==> src/converter_control_pkg.sv <==
package converter_control_pkg;

  // Special-function register address and reset value.
  localparam logic [7:0] CTRL_STATUS_ADDR = 8'h00_E8;
  localparam logic [7:0] CTRL_STATUS_RESET = 8'h00_00;

  // Field positions inside the control/status byte.
  localparam int POWER_ON_BIT = 7;
  localparam int TRACK_MODE_BIT = 6;
  localparam int DONE_FLAG_BIT = 5;
  localparam int CONVERTING_BIT = 4;
  localparam int SOURCE_HI_BIT = 3;
  localparam int SOURCE_LO_BIT = 2;
  localparam int WINDOW_FLAG_BIT = 1;
  localparam int LEFT_ALIGN_BIT = 0;

  // Start-source codes.
  localparam logic [1:0] SRC_SOFTWARE = 2'h0;
  localparam logic [1:0] SRC_TIMER3 = 2'h1;
  localparam logic [1:0] SRC_STROBE = 2'h2;
  localparam logic [1:0] SRC_TIMER2 = 2'h3;

  // Timing, in converter clocks and system clocks.
  localparam int TRACK_SAR_CLKS = 3;
  localparam int CONV_SAR_CLKS = 16;
  localparam int SAR_CLK_DIV = 4;
  localparam int SEQ_COUNT_W = 5;

  typedef enum logic [2:0] {
    SEQ_IDLE = 3'b001,
    SEQ_TRACK = 3'b010,
    SEQ_CONVERT = 3'b100
  } seq_state_t;

endpackage

==> src/conv_seq_if.sv <==
`timescale 1ns/10ps
`default_nettype none

interface conv_seq_if;
  logic powerOn;
  logic startReq;
  logic skipTrack;
  logic sarTick;
  logic busy;
  logic tracking;
  logic converting;
  logic convEnd;

  modport ctrl (
    output powerOn,
    output startReq,
    output skipTrack,
    input sarTick,
    input busy,
    input tracking,
    input converting,
    input convEnd
  );

  modport seq (
    input powerOn,
    input startReq,
    input skipTrack,
    input sarTick,
    output busy,
    output tracking,
    output converting,
    output convEnd
  );
endinterface

`default_nettype wire

==> src/sar_tick_divider.sv <==
`timescale 1ns/10ps
`default_nettype none

module sar_tick_divider
  import converter_control_pkg::*;
#(
  parameter int DIV = SAR_CLK_DIV
)
(
  // Clock and reset.
  input wire logic clk,
  input wire logic nrst,
  // Control.
  input wire logic run,
  // Converter clock enable.
  output logic tick
);

  logic [7:0] count_reg;
  logic [7:0] count_next;
  logic tick_reg;
  logic tick_next;

  always_comb
  begin
    count_next = 8'h00_00;
    tick_next = 1'b0;
    if (run)
    begin
      if (count_reg == 8'(DIV - 1))
      begin
        tick_next = 1'b1;
      end
      else
      begin
        count_next = count_reg + 8'h00_01;
      end
    end
  end

  always_ff @(posedge clk or negedge nrst)
  begin
    if (!nrst)
    begin
      count_reg <= 8'h00_00;
      tick_reg <= 1'b0;
    end
    else
    begin
      count_reg <= count_next;
      tick_reg <= tick_next;
    end
  end

  assign tick = tick_reg;

endmodule

`default_nettype wire

==> src/conversion_sequencer.sv <==
`timescale 1ns/10ps
`default_nettype none

module conversion_sequencer
  import converter_control_pkg::*;
#(
  parameter int TRACK_CLKS = TRACK_SAR_CLKS,
  parameter int CONV_CLKS = CONV_SAR_CLKS
)
(
  // Clock and reset.
  input wire logic clk,
  input wire logic nrst,
  // Link to the control register.
  conv_seq_if.seq link
);

  seq_state_t state_reg;
  seq_state_t state_next;
  logic [SEQ_COUNT_W-1:0] count_reg;
  logic [SEQ_COUNT_W-1:0] count_next;
  logic convEnd_reg;
  logic convEnd_next;

  always_comb
  begin
    state_next = state_reg;
    count_next = count_reg;
    convEnd_next = 1'b0;
    case (state_reg)
      SEQ_IDLE:
      begin
        count_next = '0;
        // Start events while powered off or busy never reach this branch.
        if (link.powerOn && link.startReq)
        begin
          state_next = link.skipTrack ? SEQ_CONVERT : SEQ_TRACK;
        end
      end
      SEQ_TRACK:
      begin
        if (link.sarTick)
        begin
          if (count_reg == SEQ_COUNT_W'(TRACK_CLKS - 1))
          begin
            count_next = '0;
            state_next = SEQ_CONVERT;
          end
          else
          begin
            count_next = count_reg + 1'b1;
          end
        end
      end
      SEQ_CONVERT:
      begin
        if (link.sarTick)
        begin
          if (count_reg == SEQ_COUNT_W'(CONV_CLKS - 1))
          begin
            count_next = '0;
            convEnd_next = 1'b1;
            state_next = SEQ_IDLE;
          end
          else
          begin
            count_next = count_reg + 1'b1;
          end
        end
      end
      default:
      begin
        state_next = SEQ_IDLE;
        count_next = '0;
      end
    endcase
    // Shutdown aborts any sequence without pulsing convEnd; the falling busy still raises conversionIrq.
    if (!link.powerOn)
    begin
      state_next = SEQ_IDLE;
      count_next = '0;
      convEnd_next = 1'b0;
    end
  end

  always_ff @(posedge clk or negedge nrst)
  begin
    if (!nrst)
    begin
      state_reg <= SEQ_IDLE;
      count_reg <= '0;
      convEnd_reg <= 1'b0;
    end
    else
    begin
      state_reg <= state_next;
      count_reg <= count_next;
      convEnd_reg <= convEnd_next;
    end
  end

  assign link.busy = (state_reg != SEQ_IDLE);
  assign link.tracking = (state_reg == SEQ_TRACK);
  assign link.converting = (state_reg == SEQ_CONVERT);
  assign link.convEnd = convEnd_reg;

endmodule

`default_nettype wire

==> src/converter_control.sv <==
`timescale 1ns/10ps
`default_nettype none

module converter_control
  import converter_control_pkg::*;
#(
  parameter int SAR_DIV = SAR_CLK_DIV,
  parameter int TRACK_CLKS = TRACK_SAR_CLKS,
  parameter int CONV_CLKS = CONV_SAR_CLKS
)
(
  // Clock and reset.
  input wire logic clk,
  input wire logic nrst,
  // Special-function register port.
  input wire logic [7:0] sfrAddr,
  input wire logic sfrWrite,
  input wire logic [7:0] sfrWrData,
  input wire logic sfrRead,
  output logic [7:0] sfrRdData,
  // Start sources.
  input wire logic timer2Overflow,
  input wire logic timer3Overflow,
  input wire logic external_convert_strobe,
  // Converter datapath and interrupt controller.
  input wire logic windowMatch,
  input wire logic convIrqEnable,
  output logic converterPowered,
  output logic trackActive,
  output logic convertActive,
  output logic leftAligned,
  output logic conversionIrq
);

  ////////////////////////////////////////////////////////////////////////////
  // Control and status register.

  logic converter_power_on_reg;
  logic converter_power_on_next;
  logic track_mode_select_reg;
  logic track_mode_select_next;
  logic [1:0] start_source_select_reg;
  logic [1:0] start_source_select_next;
  logic conversion_done_flag_reg;
  logic conversion_done_flag_next;
  logic window_hit_flag_reg;
  logic window_hit_flag_next;
  logic left_align_select_reg;
  logic left_align_select_next;
  logic strobePrev_reg;
  logic busyPrev_reg;
  logic ctrlWrite;
  logic swStart;
  logic strobeRise;
  logic startEvent;
  logic trackNow;
  logic [7:0] statusByte;
  logic strobePrev_next;
  logic busyPrev_next;
  logic [7:0] sfrRdData_next;
  logic converterPowered_next;
  logic trackActive_next;
  logic convertActive_next;
  logic leftAligned_next;
  logic conversionIrq_next;

  conv_seq_if link();

  function automatic logic hit(input logic [7:0] addr);
    hit = (addr == CTRL_STATUS_ADDR);
  endfunction

  // The strobe source is the one whose tracking the sequencer does not time.
  function automatic logic strobeSourced(input logic [1:0] src);
    strobeSourced = (src == SRC_STROBE);
  endfunction

  assign ctrlWrite = sfrWrite && hit(sfrAddr);

  // Each field lands at its own position, so a layout change touches the package only.
  always_comb
  begin
    statusByte = 8'h00;
    statusByte[POWER_ON_BIT] = converter_power_on_reg;
    statusByte[TRACK_MODE_BIT] = track_mode_select_reg;
    statusByte[DONE_FLAG_BIT] = conversion_done_flag_reg;
    statusByte[CONVERTING_BIT] = link.busy;
    statusByte[SOURCE_HI_BIT:SOURCE_LO_BIT] = start_source_select_reg;
    statusByte[WINDOW_FLAG_BIT] = window_hit_flag_reg;
    statusByte[LEFT_ALIGN_BIT] = left_align_select_reg;
  end

  // Software-owned fields change only on a write to the register.
  always_comb
  begin
    converter_power_on_next = converter_power_on_reg;
    track_mode_select_next = track_mode_select_reg;
    start_source_select_next = start_source_select_reg;
    left_align_select_next = left_align_select_reg;
    if (ctrlWrite)
    begin
      converter_power_on_next = sfrWrData[POWER_ON_BIT];
      track_mode_select_next = sfrWrData[TRACK_MODE_BIT];
      start_source_select_next = sfrWrData[SOURCE_HI_BIT:SOURCE_LO_BIT];
      left_align_select_next = sfrWrData[LEFT_ALIGN_BIT];
    end
  end

  always_ff @(posedge clk or negedge nrst)
  begin
    if (!nrst)
    begin
      converter_power_on_reg <= CTRL_STATUS_RESET[POWER_ON_BIT];
      track_mode_select_reg <= CTRL_STATUS_RESET[TRACK_MODE_BIT];
      start_source_select_reg <= CTRL_STATUS_RESET[SOURCE_HI_BIT:SOURCE_LO_BIT];
      left_align_select_reg <= CTRL_STATUS_RESET[LEFT_ALIGN_BIT];
    end
    else
    begin
      converter_power_on_reg <= converter_power_on_next;
      track_mode_select_reg <= track_mode_select_next;
      start_source_select_reg <= start_source_select_next;
      left_align_select_reg <= left_align_select_next;
    end
  end

  // The flags are written by software but set by hardware.
  always_comb
  begin
    conversion_done_flag_next = conversion_done_flag_reg;
    window_hit_flag_next = window_hit_flag_reg;
    if (ctrlWrite)
    begin
      conversion_done_flag_next = sfrWrData[DONE_FLAG_BIT];
      window_hit_flag_next = sfrWrData[WINDOW_FLAG_BIT];
    end
    // Hardware set wins over a software clear in the same cycle.
    if (link.convEnd)
    begin
      conversion_done_flag_next = 1'b1;
      if (windowMatch)
      begin
        window_hit_flag_next = 1'b1;
      end
    end
  end

  always_ff @(posedge clk or negedge nrst)
  begin
    if (!nrst)
    begin
      conversion_done_flag_reg <= CTRL_STATUS_RESET[DONE_FLAG_BIT];
      window_hit_flag_reg <= CTRL_STATUS_RESET[WINDOW_FLAG_BIT];
    end
    else
    begin
      conversion_done_flag_reg <= conversion_done_flag_next;
      window_hit_flag_reg <= window_hit_flag_next;
    end
  end

  ////////////////////////////////////////////////////////////////////////////
  // Start selection.

  // A written one starts only if the written source code is software.
  assign swStart = ctrlWrite && sfrWrData[CONVERTING_BIT] &&
                   (sfrWrData[SOURCE_HI_BIT:SOURCE_LO_BIT] == SRC_SOFTWARE);
  assign strobeRise = external_convert_strobe && !strobePrev_reg;

  always_comb
  begin
    case (start_source_select_reg)
      SRC_SOFTWARE: startEvent = swStart;
      SRC_TIMER3: startEvent = timer3Overflow;
      SRC_STROBE: startEvent = strobeRise;
      SRC_TIMER2: startEvent = timer2Overflow;
      default: startEvent = 1'b0;
    endcase
  end

  assign link.powerOn = converter_power_on_reg;
  // A start that meets a busy sequencer is dropped, never queued.
  assign link.startReq = startEvent && !link.busy;
  // The tracking phase is skipped where tracking is not timed by the sequencer.
  assign link.skipTrack = !track_mode_select_reg ||
                          strobeSourced(start_source_select_reg);

  always_comb
  begin
    trackNow = 1'b0;
    if (converter_power_on_reg)
    begin
      if (!track_mode_select_reg)
      begin
        trackNow = !link.converting;
      end
      else if (strobeSourced(start_source_select_reg))
      begin
        trackNow = !external_convert_strobe && !link.busy;
      end
      else
      begin
        trackNow = link.tracking;
      end
    end
  end

  // The converter clock runs only during a sequence, so each start sees the same phase.
  sar_tick_divider #(
    .DIV(SAR_DIV)
  ) divider (
    .clk(clk),
    .nrst(nrst),
    .run(link.busy),
    .tick(link.sarTick)
  );

  conversion_sequencer #(
    .TRACK_CLKS(TRACK_CLKS),
    .CONV_CLKS(CONV_CLKS)
  ) sequencer (
    .clk(clk),
    .nrst(nrst),
    .link(link)
  );

  ////////////////////////////////////////////////////////////////////////////
  // Registered outputs.

  // Edge detectors for the strobe start and the interrupt.
  always_comb
  begin
    strobePrev_next = external_convert_strobe;
    busyPrev_next = link.busy;
  end

  // The strobe history resets to the pin's idle high level, so reset release is no rising edge.
  always_ff @(posedge clk or negedge nrst)
  begin
    if (!nrst)
    begin
      strobePrev_reg <= 1'b1;
      busyPrev_reg <= 1'b0;
    end
    else
    begin
      strobePrev_reg <= strobePrev_next;
      busyPrev_reg <= busyPrev_next;
    end
  end

  always_comb
  begin
    sfrRdData_next = sfrRdData;
    if (sfrRead)
    begin
      sfrRdData_next = hit(sfrAddr) ? statusByte : 8'h00;
    end
    converterPowered_next = converter_power_on_reg;
    trackActive_next = trackNow;
    convertActive_next = link.converting;
    leftAligned_next = left_align_select_reg;
    conversionIrq_next = busyPrev_reg && !link.busy && convIrqEnable;
  end

  always_ff @(posedge clk or negedge nrst)
  begin
    if (!nrst)
    begin
      sfrRdData <= 8'h00;
      converterPowered <= 1'b0;
      trackActive <= 1'b0;
      convertActive <= 1'b0;
      leftAligned <= 1'b0;
      conversionIrq <= 1'b0;
    end
    else
    begin
      sfrRdData <= sfrRdData_next;
      converterPowered <= converterPowered_next;
      trackActive <= trackActive_next;
      convertActive <= convertActive_next;
      leftAligned <= leftAligned_next;
      conversionIrq <= conversionIrq_next;
    end
  end

endmodule

`default_nettype wire

==> config.mk <==
export PLATFORM = sky130hd
export DESIGN_NAME = converter_control
export DESIGN_NICKNAME = d
export VERILOG_FILES = /design/src/converter_control_pkg.sv /design/src/conv_seq_if.sv /design/src/sar_tick_divider.sv /design/src/conversion_sequencer.sv /design/src/converter_control.sv
export SDC_FILE = /design/constraint.sdc
export NUM_CORES = 1
export LEC_CHECK = 0
export ABC_AREA = 1
export CORE_MARGIN = 3
export CORE_UTILIZATION = 49
export CTS_BUF_LIST = sky130_fd_sc_hd__clkbuf_8
export CTS_CLUSTER_DIAMETER = 50
export DETAILED_ROUTE_END_ITERATION = 6
export DONT_BUFFER_PORTS = 1
export GPL_TIMING_DRIVEN = 0
export PLACE_DENSITY_LB_ADDON = 0.3
export REMOVE_ABC_BUFFERS = 1
export SKIP_CTS_REPAIR_TIMING = 1
export SLEW_MARGIN = 20
export SYNTH_ARGS = -nofsm -noshare
export SYNTH_HDL_FRONTEND = slang
export SYNTH_SLANG_ARGS = --single-unit
==> constraint.sdc <==
create_clock -name clk -period 1.9 [get_ports clk]
set_input_delay 0.19 -clock clk [delete_from_list [all_inputs] [get_ports clk]]
set_output_delay 0.19 -clock clk [all_outputs]
set_load 0.02 [all_outputs]
==> results.txt <==
GRT Residual Overflow - 0
routability cong. - 0.748
n_diodes - 0
utilization after layout - 57.6%
Arr. time, crit path - 1.80 ns
Buffers on Ports - 0
Mapped Area - 0.00189 mm2
RR Endpoint - sequencer.count_reg[2]
post-synthesis cell type count - 34
max-slew violation count - 0
synth warn - 0
Synth Register Bits - 40
Max Fclk - 0.631 GHz
share of cells above drive strength 1 - 9.77%
total wire length - 3480 um
Max-Cap Viols - 0
Crit Path Category - flip-flop to flip-flop
slew at the pin closest to its max-slew limit - 0.385 ns
Initial Util - 53.6%
status - finished clean
Fin Setup TNS - 0 ns
critical path peak fanout - 4
First-pass DRT Iterations - 4
worst-skew pair later-pin latency - 0.29 ns
area grow syn2layout - 7.43%
CP Capture Type - flip-flop
Routed met2 length - 1670 um
core box area - 0.00352 mm2
clock sink count - 40
via count - 1356
vias per cell - 5.20
Startpoint Class - flip-flop
die width - 68.1 um
first-pass GRT wire length - 6020 um
Data required, critical path - 2.11 ns
Avg WL per Cell - 13.3 um
worst hold path class - primary input to flip-flop
worst r2r src - sequencer.count_reg[1]
total track usage - 17.7%
initial DRC count - 91
post-route ant nets - 0
Hold Path Depth - 2
worst hold endpoint - conversionIrq
nets - 245
hpwl dp - 2500 um
final worst setup slack - 0.315 ns
CTS buffer count - 5
H-tree levels - 2
Highest Signal Layer - met4
antenna violations before repair - 0
Clock Path Buffers - 2
r2r setup slk - 0.31 ns
clock slew at reported path FFs - 0.08 ns
PwrDens - 1090 mW/mm2
most frequent cells in the layout - nand2_1, dfrtp_1, inv_1
Lkg Pwr - 0.000974 uW
worst vdd ir - 0.798 mV
RSZ-0062 raised after global routing - false
full die area - 0.00463 mm2
Syn Inst Count - 208
Hold Path Origin - convIrqEnable
num ports - 38
total power - 2210 uW
Reg2Reg Depth - 7
endpoints failing setup - 0
# DRC - 0
CTS tree - yes
CTS root buf - clkbuf_8
Die Height - 68.1 um
register area share after synthesis - 53.2%
met3 wire length - 266 um
vias in the first global route - 1370
std cell rows - 21
Clock Skew - 0.0108 ns
wl on met1 - 1480 um
commonest non-fill, non-tap cell in the layout - nand2_1
endpoints failing hold - 0
largest net degree at the start of global routing - 41
Syn Area/Cell - 9.07 um2
Tmin final - 1.59 ns
post-route clock period utilization - 83.4%
Worst slew margin - 74.3%
Fin Hold WS - 0.0201 ns
worst slack, placed - 0.354 ns
==> worst max path at each step <==
stage                                 startpoint                endpoint  slack (ns)  cells past startpoint
after global routing      sequencer.count_reg[1]  sequencer.count_reg[2]        0.11                      7
after detailed placement  sequencer.count_reg[0]  sequencer.count_reg[2]        0.35                      7
after global placement    sequencer.count_reg[1]  sequencer.count_reg[2]        0.37                      7
after floorplan           sequencer.count_reg[1]  sequencer.count_reg[2]        0.49                      7
final                     sequencer.count_reg[1]  sequencer.count_reg[2]        0.31                      7
after CTS                 sequencer.count_reg[0]  sequencer.count_reg[2]        0.31                      7
==> worst max-delay path, stage by stage, from the launching register on <==
cell	delay, ns
dfrtp_1	0.41
ha_1	0.20
nand2_1	0.09
nor2_1	0.06
ha_1	0.22
o21ai_0	0.25
nand3_1	0.11
a22oi_1	0.16
==> cells in the mapped netlist <==
cell	n	area share [%]
nor3_2	1	0.53
nand3_1	16	4.2
inv_1	26	5.2
buf_1	1	0.20
dfstp_2	2	2.8
a31oi_1	1	0.33
inv_4	1	0.33
dfrtp_1	38	50
inv_2	1	0.20
nor3b_2	1	0.66
xor2_1	3	1.4
xnor2_1	1	0.46
nor3b_1	2	0.80
nor4_1	1	0.33
ha_1	5	3.3
nand4_1	4	1.3
bufbuf_16	1	1.7
nand3b_1	1	0.40
o221ai_1	1	0.46
a21oi_1	3	0.80
nor2_2	1	0.33
o21ai_0	11	2.9
nor2_4	1	0.60
a22oi_1	2	0.80
nand2_2	3	0.99
nand2_1	46	9.2
nand2_4	2	1.2
o21ai_2	1	0.46
nor2_1	21	4.2
o31ai_1	6	2.4
nor3_1	1	0.26
buf_2	1	0.26
o21ai_1	1	0.26
or2_2	1	0.33
==> area by class of cell <==
cell class,count,area [um2]
inverters,28,108
clock buffers,5,68.8
clock inverters,2,7.51
fillers,310,1490
flip-flops and latches,40,1000
repair buffers,3,47.5
multi-input cells,137,734
well taps,46,57.6
==> cells by family (layout without fill, tap and decap cells) <==
kind of cell / count (synthesis) / after routing / share of synthesized area [%]
simple gates: 102 / 102 / 25.3
compound gates: 26 / 26 / 8.42
flops: 40 / 40 / 53.2
buf+inv: 31 / 38 / 7.89
xor+xnor: 4 / 4 / 1.86
fa+ha+maj: 5 / 5 / 3.32
==> metrics by stage <==
step,cell area [um2],std cells
6_report,2030,261
3_5_place_dp,1900,251
3_3_place_gp,1900,251
2_1_floorplan,1850,205
4_1_cts,1980,258
5_1_grt,2030,261
==> power breakdown <==
part | internal (uW) | switching [uW]
Clock | 242 | 266
Sequential | 991 | 128
Combinational | 205 | 375
Total | 1440 | 769
==> layer usage <==
| layer | GRT usage [%] | vias up |
|---|---|---|
| met5 | 0 | - |
| met4 | 6.95 | 0 |
| met3 | 7.39 | 6 |
| met2 | 28.6 | 33 |
| met1 | 20.7 | 634 |
| li1 | - | 683 |
Power figures use the tool's default switching activity.
